[src/include/fws_defs.svh]
// constants of the flash write status block: offsets, fields, command codes, timing
// assumes a 125 MHz core clock and a 32-bit APB register bus
`ifndef FWS_DEFS_SVH
`define FWS_DEFS_SVH

// ****************************************
// register offsets (byte addresses)
// ****************************************
`define FWS_OFS_CFG 8'h00
`define FWS_OFS_CMD 8'h04
`define FWS_OFS_STAT 8'h08

// ****************************************
// fields
// ****************************************
`define FWS_CFG_ASYNC 0
`define FWS_CMD_CODE 3:0
`define FWS_CMD_SECT 7:4
`define FWS_CMD_DATA7 15
`define FWS_CMD_BANK 17:16
`define FWS_CFG_RST 32'h0000_0000

// ****************************************
// command codes
// ****************************************
`define FWS_C_PROG 4'h1
`define FWS_C_SERASE 4'h2
`define FWS_C_CERASE 4'h3
`define FWS_C_SUSP 4'h4
`define FWS_C_RESUME 4'h5
`define FWS_C_RESET 4'h6

// ****************************************
// timing
// ****************************************
`define FWS_CLK_MHZ 125
`define FWS_ERASE_TO_US 50
`define FWS_ERASE_TO_CYC (`FWS_ERASE_TO_US * `FWS_CLK_MHZ)

`endif

[src/include/fws_pkg.sv]
// types of the flash write status block
// assumes nothing beyond the defs header
package fws_pkg;

	// one-hot states of the write status sequencer
	typedef enum logic [6:0] {
		ST_IDLE = 7'b000_0001,
		ST_PROG = 7'b000_0010,
		ST_ERWIN = 7'b000_0100,
		ST_ERASE = 7'b000_1000,
		ST_SUSP = 7'b001_0000,
		ST_SPROG = 7'b010_0000,
		ST_FAIL = 7'b100_0000
	} fws_state_t;

endpackage

[src/include/fws_tmr_if.sv]
// link between the sequencer and the sector erase window timer
// assumes both ends run on the same clock
`timescale 1ns/100ps
interface fws_tmr_if;
	logic load;
	logic cancel;
	logic expired;
	modport ctl (output load, output cancel, input expired);
	modport tmr (input load, input cancel, output expired);
endinterface

[src/design/fws_timer.sv]
// sector erase window timer, reloaded on every accepted sector erase command
// assumes load and cancel are one-cycle pulses on the same clock
`timescale 1ns/100ps
module fws_timer #(
	parameter int unsigned CYC = 6250
) (
	// clock and reset
	input wire logic clk,
	input wire logic srst,
	// sequencer side
	fws_tmr_if.tmr t
);
	localparam int W = $clog2(CYC + 1);
	logic [W-1:0] cnt_r;
	logic run_r;
	logic exp_r;
	wire last = run_r && (cnt_r == W'(1));

	// load wins over a running count, so each load restarts the whole window
	always_ff @(posedge clk) begin
		if (srst || t.cancel) begin
			cnt_r <= '0;
			run_r <= 1'b0;
			exp_r <= 1'b0;
		end else if (t.load) begin
			cnt_r <= W'(CYC);
			run_r <= 1'b1;
			exp_r <= 1'b0;
		end else if (run_r) begin
			cnt_r <= cnt_r - W'(1);
			run_r <= ~last;
			exp_r <= last;
		end
	end

	assign t.expired = exp_r;
endmodule // fws_timer

[src/design/fws_toggle.sv]
// one toggling status bit
// assumes step is a one-cycle pulse per distinct read cycle
`timescale 1ns/100ps
module fws_toggle (
	// clock and reset
	input wire logic clk,
	input wire logic srst,
	// control
	input wire logic clr,
	input wire logic step,
	// state
	output logic q
);
	logic q_r;

	// flip per read, restart from zero when a new operation is accepted from idle
	always_ff @(posedge clk) begin
		if (srst || clr) begin
			q_r <= 1'b0;
		end else if (step) begin
			q_r <= ~q_r;
		end
	end

	assign q = q_r;
endmodule // fws_toggle

[src/design/fws_top.sv]
// write status reporting of one flash bank: status byte, toggle bits, busy pin
// assumes an APB master, a host read strobe on a pin, and an embedded
// algorithm engine on CLK that reports completion and pulse limit overrun
//
// Overview of operation
// RULE1 - toggle status is valid right after the command that starts an operation
// RULE2 - sector toggle flips only for erase-selected sectors, active or suspended
// RULE3 - device toggle flips during active erase, stops while suspended
// RULE4 - suspended: reads of unselected sectors return array data on all bits
// RULE5 - host reads the byte twice and compares the toggle bit
// RULE6 - toggle bit steady means done; next read returns array data
// RULE7 - still toggling: host checks fail bit, then compares once more
// RULE8 - toggling with fail bit high means failure; host issues reset
// RULE9 - host returning from other work restarts with a double read
// RULE10 - fail bit goes to one when pulse count limit is exceeded
// RULE11 - programming one over zero halts; fail bit rises at the limit
// RULE12 - reset after failure returns to read or to suspended read
// RULE13 - window bit reads zero in the erase window, one once erase runs
// RULE14 - each extra sector erase restarts the window; chip erase has none
// RULE15 - host with commands under fifty microseconds apart may skip window bit
// RULE16 - window bit one: only suspend is taken; zero: sector erases taken
// RULE17 - host confirms acceptance, checks window bit before and after
// RULE18 - host reads poll and sector toggle at a valid address
// RULE19 - reads outside the busy bank return array data
// RULE20 - suspended reads are served whether asynchronous or burst
// RULE21 - busy pin reports activity only in asynchronous mode
// RULE22 - busy pin low while programming or erasing, released otherwise
// RULE23 - poll bit is the complement of the programmed bit until done
// RULE24 - device toggle flips on reads to the busy bank, stops when done
// RULE25 - host re-asserts output enable or chip select between reads
// RULE26 - a toggling bit inverts on every distinct status read
//
// The APB interface to the registers and the address map were chosen for this implementation.
`timescale 1ns/100ps
`include "fws_defs.svh"
module fws_top import fws_pkg::*; #(
	parameter int unsigned NSECT = 8,
	parameter int unsigned BANK_W = 2,
	parameter int unsigned ERASE_TO_CYC = `FWS_ERASE_TO_CYC
) (
	// clock and reset
	input wire logic CLK,
	input wire logic SRST,
	// apb slave
	input wire logic PSEL,
	input wire logic PENABLE,
	input wire logic PWRITE,
	input wire logic [7:0] PADDR,
	input wire logic [31:0] PWDATA,
	output logic [31:0] PRDATA,
	output logic PREADY,
	output logic PSLVERR,
	// host read pins
	input wire logic RD_N,
	input wire logic [$clog2(NSECT)-1:0] RD_SECT,
	input wire logic [BANK_W-1:0] RD_BANK,
	output logic [7:0] DQ_O,
	output logic DQ_OE,
	// busy pin, open drain
	output logic BUSY_O,
	output logic BUSY_OE,
	// embedded algorithm engine
	input wire logic [7:0] ARRAY_DQ,
	input wire logic ENG_DONE,
	input wire logic ENG_LIMIT
);
	localparam int SW = $clog2(NSECT);

	// ****************************************
	// state
	// ****************************************
	fws_state_t state_r, state_nxt;
	logic [NSECT-1:0] sel_r, sel_nxt;
	logic fail_prog_r, fail_prog_nxt;
	logic fail_susp_r, fail_susp_nxt;
	logic pd7_r;
	logic [BANK_W-1:0] bank_r;
	logic [31:0] cfg_r;
	logic [31:0] cmd_r;
	logic [31:0] prdata_r;
	logic pready_r;
	logic pslverr_r;
	logic [7:0] dq_r;
	logic dq_oe_r;
	logic busy_oe_r;
	logic rdn_s1, rdn_s2, rdn_s3;
	logic [SW-1:0] sect_s1, sect_s2;
	logic [BANK_W-1:0] bank_s1, bank_s2;
	logic rd_d_r;
	logic tog_clr;
	logic dtog_q, stog_q;
	fws_tmr_if tmr ();

	// ****************************************
	// apb slave decode
	// ****************************************
	wire apb_acc = PSEL && PENABLE && !pready_r;
	wire hit_cfg = PADDR == `FWS_OFS_CFG;
	wire hit_cmd = PADDR == `FWS_OFS_CMD;
	wire hit_stat = PADDR == `FWS_OFS_STAT;
	wire hit_any = hit_cfg || hit_cmd || hit_stat;
	wire cfg_wr = PSEL && PENABLE && pready_r && PWRITE && hit_cfg; // acts with the answer
	wire cmd_wr = PSEL && PENABLE && pready_r && PWRITE && hit_cmd;
	wire [3:0] code = PWDATA[`FWS_CMD_CODE];
	wire [SW-1:0] w_sect = PWDATA[`FWS_CMD_SECT] < 4'(NSECT) ? SW'(PWDATA[`FWS_CMD_SECT]) : '0;
	wire [NSECT-1:0] w_sel = NSECT'(1) << w_sect;
	wire c_prog = cmd_wr && code == `FWS_C_PROG;
	wire c_serase = cmd_wr && code == `FWS_C_SERASE;
	wire c_cerase = cmd_wr && code == `FWS_C_CERASE;
	wire c_susp = cmd_wr && code == `FWS_C_SUSP;
	wire c_resume = cmd_wr && code == `FWS_C_RESUME;
	wire c_reset = cmd_wr && code == `FWS_C_RESET;
	wire async_mode = cfg_r[`FWS_CFG_ASYNC];
	wire [31:0] stat_word = (32'(sel_r) << 8) | 32'(state_r);
	wire [31:0] rd_mux = hit_cfg ? cfg_r : hit_cmd ? cmd_r : hit_stat ? stat_word : 32'h0000_0000;

	// one wait state per transfer; unmapped addresses answer with an error
	always_ff @(posedge CLK) begin
		if (SRST) begin
			pready_r <= 1'b0;
			pslverr_r <= 1'b0;
			prdata_r <= 32'h0000_0000;
		end else begin
			pready_r <= apb_acc;
			pslverr_r <= apb_acc && !hit_any;
			prdata_r <= (apb_acc && !PWRITE) ? rd_mux : 32'h0000_0000;
		end
	end

	// configuration and last command
	always_ff @(posedge CLK) begin
		if (SRST) begin
			cfg_r <= `FWS_CFG_RST;
			cmd_r <= 32'h0000_0000;
		end else begin
			if (cfg_wr) cfg_r <= PWDATA;
			if (cmd_wr) cmd_r <= PWDATA;
		end
	end

	// ****************************************
	// sequencer
	// ****************************************
	wire st_idle = state_r == ST_IDLE;
	wire st_prog = state_r == ST_PROG;
	wire st_erwin = state_r == ST_ERWIN;
	wire st_erase = state_r == ST_ERASE;
	wire st_susp = state_r == ST_SUSP;
	wire st_sprog = state_r == ST_SPROG;
	wire st_fail = state_r == ST_FAIL;

	// next state; commands not listed for a state are dropped silently
	always_comb begin
		state_nxt = state_r;
		sel_nxt = sel_r;
		fail_prog_nxt = fail_prog_r;
		fail_susp_nxt = fail_susp_r;
		tmr.load = 1'b0;
		tmr.cancel = 1'b0;
		tog_clr = 1'b0;
		case (state_r)
			ST_IDLE: begin
				if (c_prog) begin
					state_nxt = ST_PROG;
					tog_clr = 1'b1; // RULE1
				end else if (c_serase) begin
					state_nxt = ST_ERWIN;
					sel_nxt = w_sel;
					tmr.load = 1'b1;
					tog_clr = 1'b1; // RULE1
				end else if (c_cerase) begin
					state_nxt = ST_ERASE; // RULE14
					sel_nxt = '1;
					tog_clr = 1'b1;
				end
			end
			ST_PROG: begin
				if (ENG_LIMIT) begin
					state_nxt = ST_FAIL; // RULE10 RULE11
					fail_prog_nxt = 1'b1;
					fail_susp_nxt = 1'b0;
				end else if (ENG_DONE) begin
					state_nxt = ST_IDLE;
				end
			end
			ST_ERWIN: begin
				if (ENG_LIMIT) begin
					state_nxt = ST_FAIL; // RULE10
					fail_prog_nxt = 1'b0;
					tmr.cancel = 1'b1;
				end else if (c_serase) begin
					sel_nxt = sel_r | w_sel;
					tmr.load = 1'b1; // RULE14 RULE16
				end else if (c_susp) begin
					state_nxt = ST_SUSP;
					tmr.cancel = 1'b1;
				end else if (tmr.expired) begin
					state_nxt = ST_ERASE; // RULE13
				end
			end
			ST_ERASE: begin
				if (ENG_LIMIT) begin
					state_nxt = ST_FAIL; // RULE10
					fail_prog_nxt = 1'b0;
				end else if (ENG_DONE) begin
					state_nxt = ST_IDLE;
					sel_nxt = '0;
				end else if (c_susp) begin
					state_nxt = ST_SUSP; // RULE16
				end
			end
			ST_SUSP: begin
				if (c_resume) begin
					state_nxt = ST_ERASE;
				end else if (c_prog) begin
					state_nxt = ST_SPROG;
				end
			end
			ST_SPROG: begin
				if (ENG_LIMIT) begin
					state_nxt = ST_FAIL; // RULE10 RULE11
					fail_prog_nxt = 1'b1;
					fail_susp_nxt = 1'b1;
				end else if (ENG_DONE) begin
					state_nxt = ST_SUSP;
				end
			end
			ST_FAIL: begin
				if (c_reset) begin
					state_nxt = fail_susp_r ? ST_SUSP : ST_IDLE; // RULE12
					sel_nxt = fail_susp_r ? sel_r : '0;
					fail_susp_nxt = 1'b0;
				end
			end
			default: begin
				state_nxt = ST_IDLE;
				sel_nxt = '0;
			end
		endcase
	end

	// state registers
	always_ff @(posedge CLK) begin
		if (SRST) begin
			state_r <= ST_IDLE;
			sel_r <= '0;
			fail_prog_r <= 1'b0;
			fail_susp_r <= 1'b0;
		end else begin
			state_r <= state_nxt;
			sel_r <= sel_nxt;
			fail_prog_r <= fail_prog_nxt;
			fail_susp_r <= fail_susp_nxt;
		end
	end

	// program datum bit and bank of the accepted operation
	always_ff @(posedge CLK) begin
		if (SRST) begin
			pd7_r <= 1'b0;
			bank_r <= '0;
		end else begin
			if (c_prog && (st_idle || st_susp)) pd7_r <= PWDATA[`FWS_CMD_DATA7];
			if (st_idle && (c_prog || c_serase || c_cerase)) bank_r <= PWDATA[`FWS_CMD_BANK];
		end
	end

	fws_timer #(.CYC(ERASE_TO_CYC)) u_timer (
		.clk(CLK),
		.srst(SRST),
		.t(tmr.tmr)
	);

	// ****************************************
	// host read path
	// ****************************************
	// pins are foreign to CLK, so two flops before use
	always_ff @(posedge CLK) begin
		if (SRST) begin
			rdn_s1 <= 1'b1;
			rdn_s2 <= 1'b1;
			rdn_s3 <= 1'b1;
			sect_s1 <= '0;
			sect_s2 <= '0;
			bank_s1 <= '0;
			bank_s2 <= '0;
		end else begin
			rdn_s1 <= RD_N;
			rdn_s2 <= rdn_s1;
			rdn_s3 <= rdn_s2;
			sect_s1 <= RD_SECT;
			sect_s2 <= sect_s1;
			bank_s1 <= RD_BANK;
			bank_s2 <= bank_s1;
		end
	end

	// a read cycle begins at each new assertion, whatever the read mode
	wire rd_start = rdn_s3 && !rdn_s2; // RULE20 RULE25
	wire in_bank = bank_s2 == bank_r; // RULE19
	wire sect_sel = sel_r[sect_s2];
	wire prog_like = st_prog || st_sprog || (st_fail && fail_prog_r);
	wire erase_like = st_erwin || st_erase || st_susp || (st_fail && !fail_prog_r);
	wire dtog_en = !st_idle && !st_susp; // RULE3 RULE24
	wire stog_en = erase_like && sect_sel; // RULE2
	wire show_stat = in_bank && !st_idle && !(st_susp && !sect_sel); // RULE4 RULE19
	wire poll_bit = prog_like ? ~pd7_r : st_susp; // RULE23
	wire fail_bit = st_fail; // RULE10
	wire win_bit = st_erase || (st_fail && !fail_prog_r); // RULE13
	wire [7:0] stat_byte = {poll_bit, dtog_q, fail_bit, ARRAY_DQ[4], win_bit, stog_q, ARRAY_DQ[1:0]};

	// toggles advance once per distinct read of the busy bank
	fws_toggle u_dtog (
		.clk(CLK),
		.srst(SRST),
		.clr(tog_clr),
		.step(rd_start && in_bank && dtog_en), // RULE26
		.q(dtog_q)
	);

	fws_toggle u_stog (
		.clk(CLK),
		.srst(SRST),
		.clr(tog_clr),
		.step(rd_start && in_bank && stog_en), // RULE26
		.q(stog_q)
	);

	// byte is latched one cycle after the read starts, after the toggle flipped
	always_ff @(posedge CLK) begin
		if (SRST) begin
			rd_d_r <= 1'b0;
			dq_r <= 8'h00;
			dq_oe_r <= 1'b0;
		end else begin
			rd_d_r <= rd_start;
			dq_oe_r <= !rdn_s2;
			if (rd_d_r) dq_r <= show_stat ? stat_byte : ARRAY_DQ;
		end
	end

	// busy pin only pulls low; release otherwise, and never in burst mode
	always_ff @(posedge CLK) begin
		if (SRST) begin
			busy_oe_r <= 1'b0;
		end else begin
			busy_oe_r <= async_mode && (st_prog || st_sprog || st_erwin || st_erase || st_fail); // RULE21 RULE22
		end
	end

	// ****************************************
	// outputs
	// ****************************************
	assign PRDATA = prdata_r;
	assign PREADY = pready_r;
	assign PSLVERR = pslverr_r;
	assign DQ_O = dq_r;
	assign DQ_OE = dq_oe_r;
	assign BUSY_O = 1'b0;
	assign BUSY_OE = busy_oe_r;
endmodule // fws_top

[config.mk]
export PLATFORM = sky130hd
export DESIGN_NAME = fws_top
export DESIGN_NICKNAME = d
export VERILOG_FILES = /design/src/include/fws_pkg.sv /design/src/include/fws_tmr_if.sv /design/src/design/fws_timer.sv /design/src/design/fws_toggle.sv /design/src/design/fws_top.sv
export VERILOG_INCLUDE_DIRS = /design/src /design/src/include
export SDC_FILE = /design/constraint.sdc
export NUM_CORES = 1
export LEC_CHECK = 0
export BUFFER_PORTS_ARGS = -buffer_cell sky130_fd_sc_hd__buf_4
export CAP_MARGIN = 10
export CORE_AREA = 2 2 119 121
export CTS_CLUSTER_DIAMETER = 120
export DETAILED_ROUTE_END_ITERATION = 8
export DIE_AREA = 0 0 121 123
export PLACE_DENSITY_LB_ADDON = 0.05
export SYNTH_ARGS = -nofsm -noshare
export SYNTH_HDL_FRONTEND = slang
export SYNTH_HIERARCHICAL = 1
export SYNTH_SLANG_ARGS = --single-unit
[constraint.sdc]
create_clock -name CLK -period 2.5 [get_ports CLK]
set_input_delay 0.25 -clock CLK [delete_from_list [all_inputs] [get_ports CLK]]
set_output_delay 0.25 -clock CLK [all_outputs]
set_load 0.01 [all_outputs]
==> impl_metrics.json, run 1 <==
{
  "status": "completed",
  "leakage_nw": 3.20,
  "grt_pass1_wl_um": 28200,
  "p_total_mw": 6.21,
  "avgSynthCellArea_um2": 8.45,
  "critPathArrivalTime_ps": 2620,
  "setup_viol": 0,
  "drc": 0,
  "io_buffers": 104,
  "final_common_cell": "dfxtp_1",
  "wl_per_cell_um": 16.0,
  "critical_path_class": "reg2reg",
  "end_kind": "register",
  "io_pins": 106,
  "timing.critical_path.buf_inv": 0,
  "syn_area_um2": 6750,
  "slew_headroom_pct": 58.0,
  "numCtsBuffers": 17,
  "slowest_stage": "or4_1",
  "clockBufferDepth": 2,
  "final_hold_viol_count": 0,
  "clk_transition_reported_paths_ps": 60,
  "wl_um": 17800,
  "vias": 6116,
  "vdd_drop_max_v": 0.000474,
  "drt_iter0_drc": 425,
  "insertedDiodeCount": 0,
  "powerDensity_nw_per_um2": 732,
  "htreeDepth": 4,
  "path_cells": "or3_1 > or4_1 > a41oi_2 > a2111oi_4 > and2_1 > a311oi_1",
  "gp_congestion": 0.911,
  "first_pass_iters": 5,
  "layout_common_cells": "dfxtp_1, buf_4, nand2_1",
  "fin_skew_ps": 6.32,
  "instances_no_fill": 1107,
  "tightest_slew_ps": 625,
  "grt_pass1_vias": 5899,
  "ys.flop_type": "dfxtp_1",
  "yosys_warnings": 6,
  "dieArea_um2": 14900,
  "synth_seq_cells": 159,
  "clk-insertion-delay-late_ps": 420,
  "fp-row-count": 43,
  "ys_async_sr_fraction_pct": 0,
  "clkSinkCount": 159,
  "drive_above_1_share_pct": 22.8,
  "synth_cell_types": 65,
  "syn_inst": 799,
  "vias_per_cell": 5.52,
  "drv_slew": 0,
  "antenna_found_initial": 0,
  "area_growth_pct": 25.6,
  "cp.required_ps": 2820,
  "critPathMaxStageDelay_ps": 540,
  "start_util_pct": 49.6,
  "die-height_um": 123,
  "die_x_um": 121,
  "synth_edf_count": 0,
  "synthesis.nets": 862,
  "dp_hpwl_um": 12400,
  "cts_tree": "built",
  "cp_top_family": "simple AND/OR/NAND/NOR gates",
  "max-cap-violations": 0,
  "fin_crit_sh_pct": 91.8,
  "nets": 977,
  "startpoint_type": "register",
  "grt_overflow": 0,
  "dp_cells": 1074,
  "timing.hold.ws_ps": 31.1,
  "fillerInstances": 1214,
  "min_period_ps": 2290,
  "grt_usage_pct": 24.2,
  "crit_fanout": 8,
  "max_freq_ghz": 0.436,
  "final_antenna_net_count": 0,
  "yosysSeqAreaShare_pct": 47.1,
  "grt_max_degree": 54,
  "min_path_type": "in2reg",
  "core_area_um2": 13600,
  "cts_root_buf": "clkbuf_16",
  "rsz0062_at_grt": "no",
  "setup_tns_ps": 0
}
-- per-layer routing --
metal  global-route usage (%)  routed length (µm)  vias to the layer above
met5                        0                   0                        -
met4                     10.1                 401                        0
met3                     5.44                 829                       35
met2                     41.5                8820                      171
met1                     29.3                7710                     2916
li1                         -                   -                     2994
-- synthesized netlist by cell type (3+ instances only) --
library cell / count / area, µm²
dfxtp_1: 159 / 3180
nand2_1: 144 / 541
a21oi_1: 103 / 515
nor2_1: 84 / 315
clkbuf_1: 41 / 154
mux2i_1: 26 / 260
o21ai_0: 24 / 120
nor2b_1: 18 / 113
a22oi_1: 17 / 128
nor3_1: 13 / 65.1
a311oi_1: 12 / 105
nand2b_1: 12 / 75.1
nand3_1: 11 / 55.1
inv_1: 9 / 33.8
xnor2_1: 9 / 78.8
xor2_1: 8 / 70.1
nor3_2: 6 / 60.1
or2_2: 6 / 37.5
a31oi_1: 5 / 31.3
buf_2: 5 / 25.0
nand4_1: 5 / 31.3
or3_1: 5 / 31.3
a21boi_1: 4 / 30.0
and2_1: 4 / 25.0
buf_4: 4 / 30.0
nor3b_1: 4 / 30.0
nor4b_1: 4 / 35.0
a211oi_1: 3 / 22.5
buf_1: 3 / 11.3
nor4_2: 3 / 37.5
or4_1: 3 / 22.5
-- where the power goes --
part | switching, mW | internal, mW | total [mW] | leakage (nW)
Sequential | 0.111 | 2.61 | 2.72 | 1.29
Clock | 1.08 | 1.45 | 2.53 | 0.282
Combinational | 0.507 | 0.444 | 0.951 | 1.63
Total | 1.70 | 4.51 | 6.21 | 3.20
-- area by class of cell --
type                            count  area [µm²]  area share (%)
Multi-Input combinational cell    576        3310            39.1
Sequential cell                   159        3180            37.5
Timing Repair Buffer              150        1140            13.5
Clock buffer                       20         457            5.38
Tap cell                          180         225            2.65
Clock inverter                     12         125            1.47
Inverter                           10        37.5           0.442
-- path summary, 6_finish.rpt --
path / from / endpoint / slack [ps] / cells past startpoint
hold / removal: RD_SECT[0] / sect_s1[0] / 30 / 2
setup reg to reg: state_r[5] / sel_r[7] / 210 / 6
setup / recovery: state_r[5] / sel_r[7] / 210 / 6
hold reg to reg: rdn_s1 / rdn_s2 / 420 / 1
-- flip-flops by register name, summed over array words and instances, names as in the netlist, 2 cells and up --
| register | cells |
|---|---|
| bank_r | 2 |
| bank_s2 | 2 |
| cmd_r | 32 |
| PRDATA | 32 |
| sect_s2 | 3 |
| sect_s1 | 3 |
| DQ_O | 8 |
| cfg_r | 32 |
| u_timer/cnt_r | 13 |
| bank_s1 | 2 |
| sel_r | 8 |
| state_r | 7 |
-- timing repair --
| item | CTS | global route |
|---|---|---|
| hold buffers | 1 | 0 |
| gates resized for setup | 0 | 0 |
| buffers inserted | 0 | 0 |
| endpoints found under the hold margin | 1 | 0 |
-- cells by family after synthesis --
kind of cell,share of synthesized area [%]
flops,47.1
mux,4.52
other cells,0.0555
simple gates,25.0
buf+inv,3.98
compound gates,16.7
fa+ha+maj,0.371
xor+xnor,2.21
-- through the flow --
step           setup WS (ps)  cell area (µm²)  utilization, %
6_report                 205             8480            62.3
5_1_grt                 25.0             8480            62.3
4_1_cts                  198             8480            62.3
3_5_place_dp           -89.3             7890            58.0
3_3_place_gp           -5.20             7890            58.0
2_1_floorplan           16.1             6760               -
-- worst register-to-register path: stages (launching register included) --
cell       delay (ps)
dfxtp_1           310
or3_1             440
or4_1             540
a41oi_2           230
a2111oi_4          90
and2_1            280
a311oi_1          290
No activity file was read; power rests on OpenSTA's default activity.
==> run 2: changes to the inputs <==
CORE_AREA = 2 2 118 120   (was 2 2 119 121)
DIE_AREA = 0 0 120 122   (was 0 0 121 123)
SYNTH_HIERARCHICAL = default   (was 1)
==> run 2 against run 1 <==
Setup slack lost 100 ps. Hold slack gained 4.6 ps. Die area shrank 1.6%. Routed wire length fell by 1.1%. First-iteration DRC count fell by 11%. Flip-flop and latch count did not move. Critical endpoint is now state_r[4]. Critical path type unchanged. Final area down 1.8%. Global-route usage rose by 0.30 points. Utilization shrank 0.65 points.
==> impl_metrics.json, run 2 <==
{
  "rrSetupSlack_ps": 100,
  "final_common_cell": "dfxtp_1",
  "vias_per_cell": 5.47,
  "end_kind": "register",
  "fin_crit_sh_pct": 95.9,
  "synthMuxAreaShare_pct": 4.87,
  "utilization_pct": 61.7,
  "start_util_pct": 49.5,
  "r2r_cells": 6,
  "cts_setup_buffers": 0,
  "synth_area_leader_cell": "dfxtp_1",
  "placed_cell_area_um2": 7700,
  "fp-row-count": 43,
  "hold_start": "RD_SECT[0]",
  "max-cap-violations": 0,
  "synth_cell_types": 61,
  "synth_top_family_by_area": "simple AND/OR/NAND/NOR gates",
  "syn_area_um2": 6690,
  "yosys_warnings": 0,
  "die-height_um": 122,
  "place_ws_ps": -90.7,
  "core_area_um2": 13500,
  "r2r-end": "state_r[4]",
  "io_pins": 106,
  "synth_compound_area_share_pct": 15.8,
  "holdPathEnd": "sect_s1[0]",
  "vdd_drop_max_v": 0.000424,
  "area_growth_pct": 24.6,
  "instances_no_fill": 1088,
  "avgSynthCellArea_um2": 8.40,
  "dp_hpwl_um": 12100,
  "clk-insertion-delay-late_ps": 420,
  "final_antenna_net_count": 0,
  "clkSinkCount": 159,
  "synth.top_cells.by_area": "dfxtp_1, nand2_1, a21oi_1",
  "die_x_um": 120,
  "p_total_mw": 5.79,
  "synth_seq_cells": 159,
  "critPathArrivalTime_ps": 2680,
  "whs_path_depth": 2,
  "dieArea_um2": 14600,
  "startpoint_type": "register",
  "fin_area_um2": 8330,
  "synthSimpleGateAreaFrac_pct": 25.2,
  "grt_pass1_wl_um": 28400,
  "synth.top_cell.area_share_pct": 47.6,
  "fin_skew_ps": 7.63,
  "r2r_start": "state_r[0]",
  "insertedDiodeCount": 0,
  "first_pass_iters": 5,
  "layout_common_cells": "dfxtp_1, nand2_1, buf_4",
  "setup_viol": 0,
  "status": "completed",
  "grt_overflow": 0,
  "crit_fanout": 10,
  "vias": 5952,
  "yosysSeqAreaShare_pct": 47.6,
  "synth_xor_xnor_area_share_pct": 2.36,
  "cts_root_buf": "clkbuf_16",
  "min_period_ps": 2400,
  "powerDensity_nw_per_um2": 696,
  "grt_pass1_vias": 5825,
  "io_buffers": 104,
  "dp_cells": 1055,
  "min_path_type": "in2reg",
  "clockBufferDepth": 2,
  "ys_async_sr_fraction_pct": 0,
  "critical_path_class": "reg2reg",
  "gp_congestion": 0.871,
  "drive_above_1_share_pct": 20.9,
  "setup_slack_ps": 101,
  "numCtsBuffers": 17,
  "ys.flop_type": "dfxtp_1",
  "cp.required_ps": 2780,
  "cts_tree": "built",
  "rsz0062_at_grt": "no",
  "antenna_found_initial": 0,
  "yosysMostFrequentCell": "dfxtp_1",
  "max_freq_ghz": 0.417,
  "drt_iter0_drc": 379,
  "grt_usage_pct": 24.5,
  "grt_max_degree": 73,
  "drc": 0,
  "wl_per_cell_um": 16.1,
  "synthesis.nets": 859,
  "syn_inst": 796,
  "timing.hold.ws_ps": 35.8,
  "synth_fa_ha_area_share_pct": 0.374,
  "clk_transition_reported_paths_ps": 60,
  "htreeDepth": 4,
  "synth_edf_count": 0,
  "setup_tns_ps": 0,
  "leakage_nw": 3.09,
  "tightest_slew_ps": 773,
  "slew_headroom_pct": 48.5,
  "nets": 958,
  "final_hold_viol_count": 0,
  "drv_slew": 0,
  "synth_common_cells": "dfxtp_1, nand2_1, nor2_1",
  "wl_um": 17600
}
run 2: cell types whose count changed in the layout (fill, tap and decap cells not counted), sizes merged, moves of 3 or more:
cell and delta:
a21oi -10, nor3 -5, nor4 +8, inv -6, nor2b -3, or4b +3
nand3 -6, a211oi +3, xnor2 +3, a21boi -6, buf -15, nor2 +19
a311oi -3
run 2: how the worst max path moves through the flow:
stage,start,endpoint,slack (ps),cells after the start
floorplan,state_r[0],state_r[4],250,7
global placement,PADDR[1],sel_r[4],-20,7
detailed placement,PADDR[1],sel_r[4],-90,7
CTS,state_r[2],state_r[4],70,6
global route,state_r[0],state_r[4],8,6
finish,state_r[0],state_r[4],100,6
run 2: kinds of logic (layout without fill, tap and decap cells):
group,count (synthesis),after routing
multiplexers,30,30
AND/OR/NAND/NOR,352,352
buffers and inverters,63,175
other,1,1
flip-flops,159,159
adder cells (fa/ha/maj),2,2
AO/OA/AOI/OAI,171,171
XOR/XNOR,18,18
run 2: timing repair:
action | in CTS | in global routing
hold buffers | 1 | 0
setup endpoints to repair | 0 | 1
hold endpoints to repair | 1 | 0
resized for setup | 0 | 1
run 2: cell type report:
class,count,area [µm²]
fill,1192,5180
multi-input combinational,574,3260
sequential,159,3180
timing repair buffer,135,1020
clock buffer,20,457
tap,180,225
clock inverter,12,158
inverter,8,30.0
run 2: power breakdown:
part | switching (mW) | internal, mW
Sequential | 0.0567 | 2.58
Combinational | 0.261 | 0.211
Clock | 1.05 | 1.63
run 2: critical path: stages (launching register included):
cell and delay [ps]:
dfxtp_1 430, or4b_1 630, nand2b_1 200, or4_1 550, o311a_1 190, a31oi_1 200, nor2_1 60
run 2: metal layers:
metal | global-route usage (%) | share of wire (%)
met2 | 42.3 | 49
met1 | 30.4 | 44
met3 | 5.01 | 4.9
met5 | 0 | 0
met4 | 8.46 | 1.8
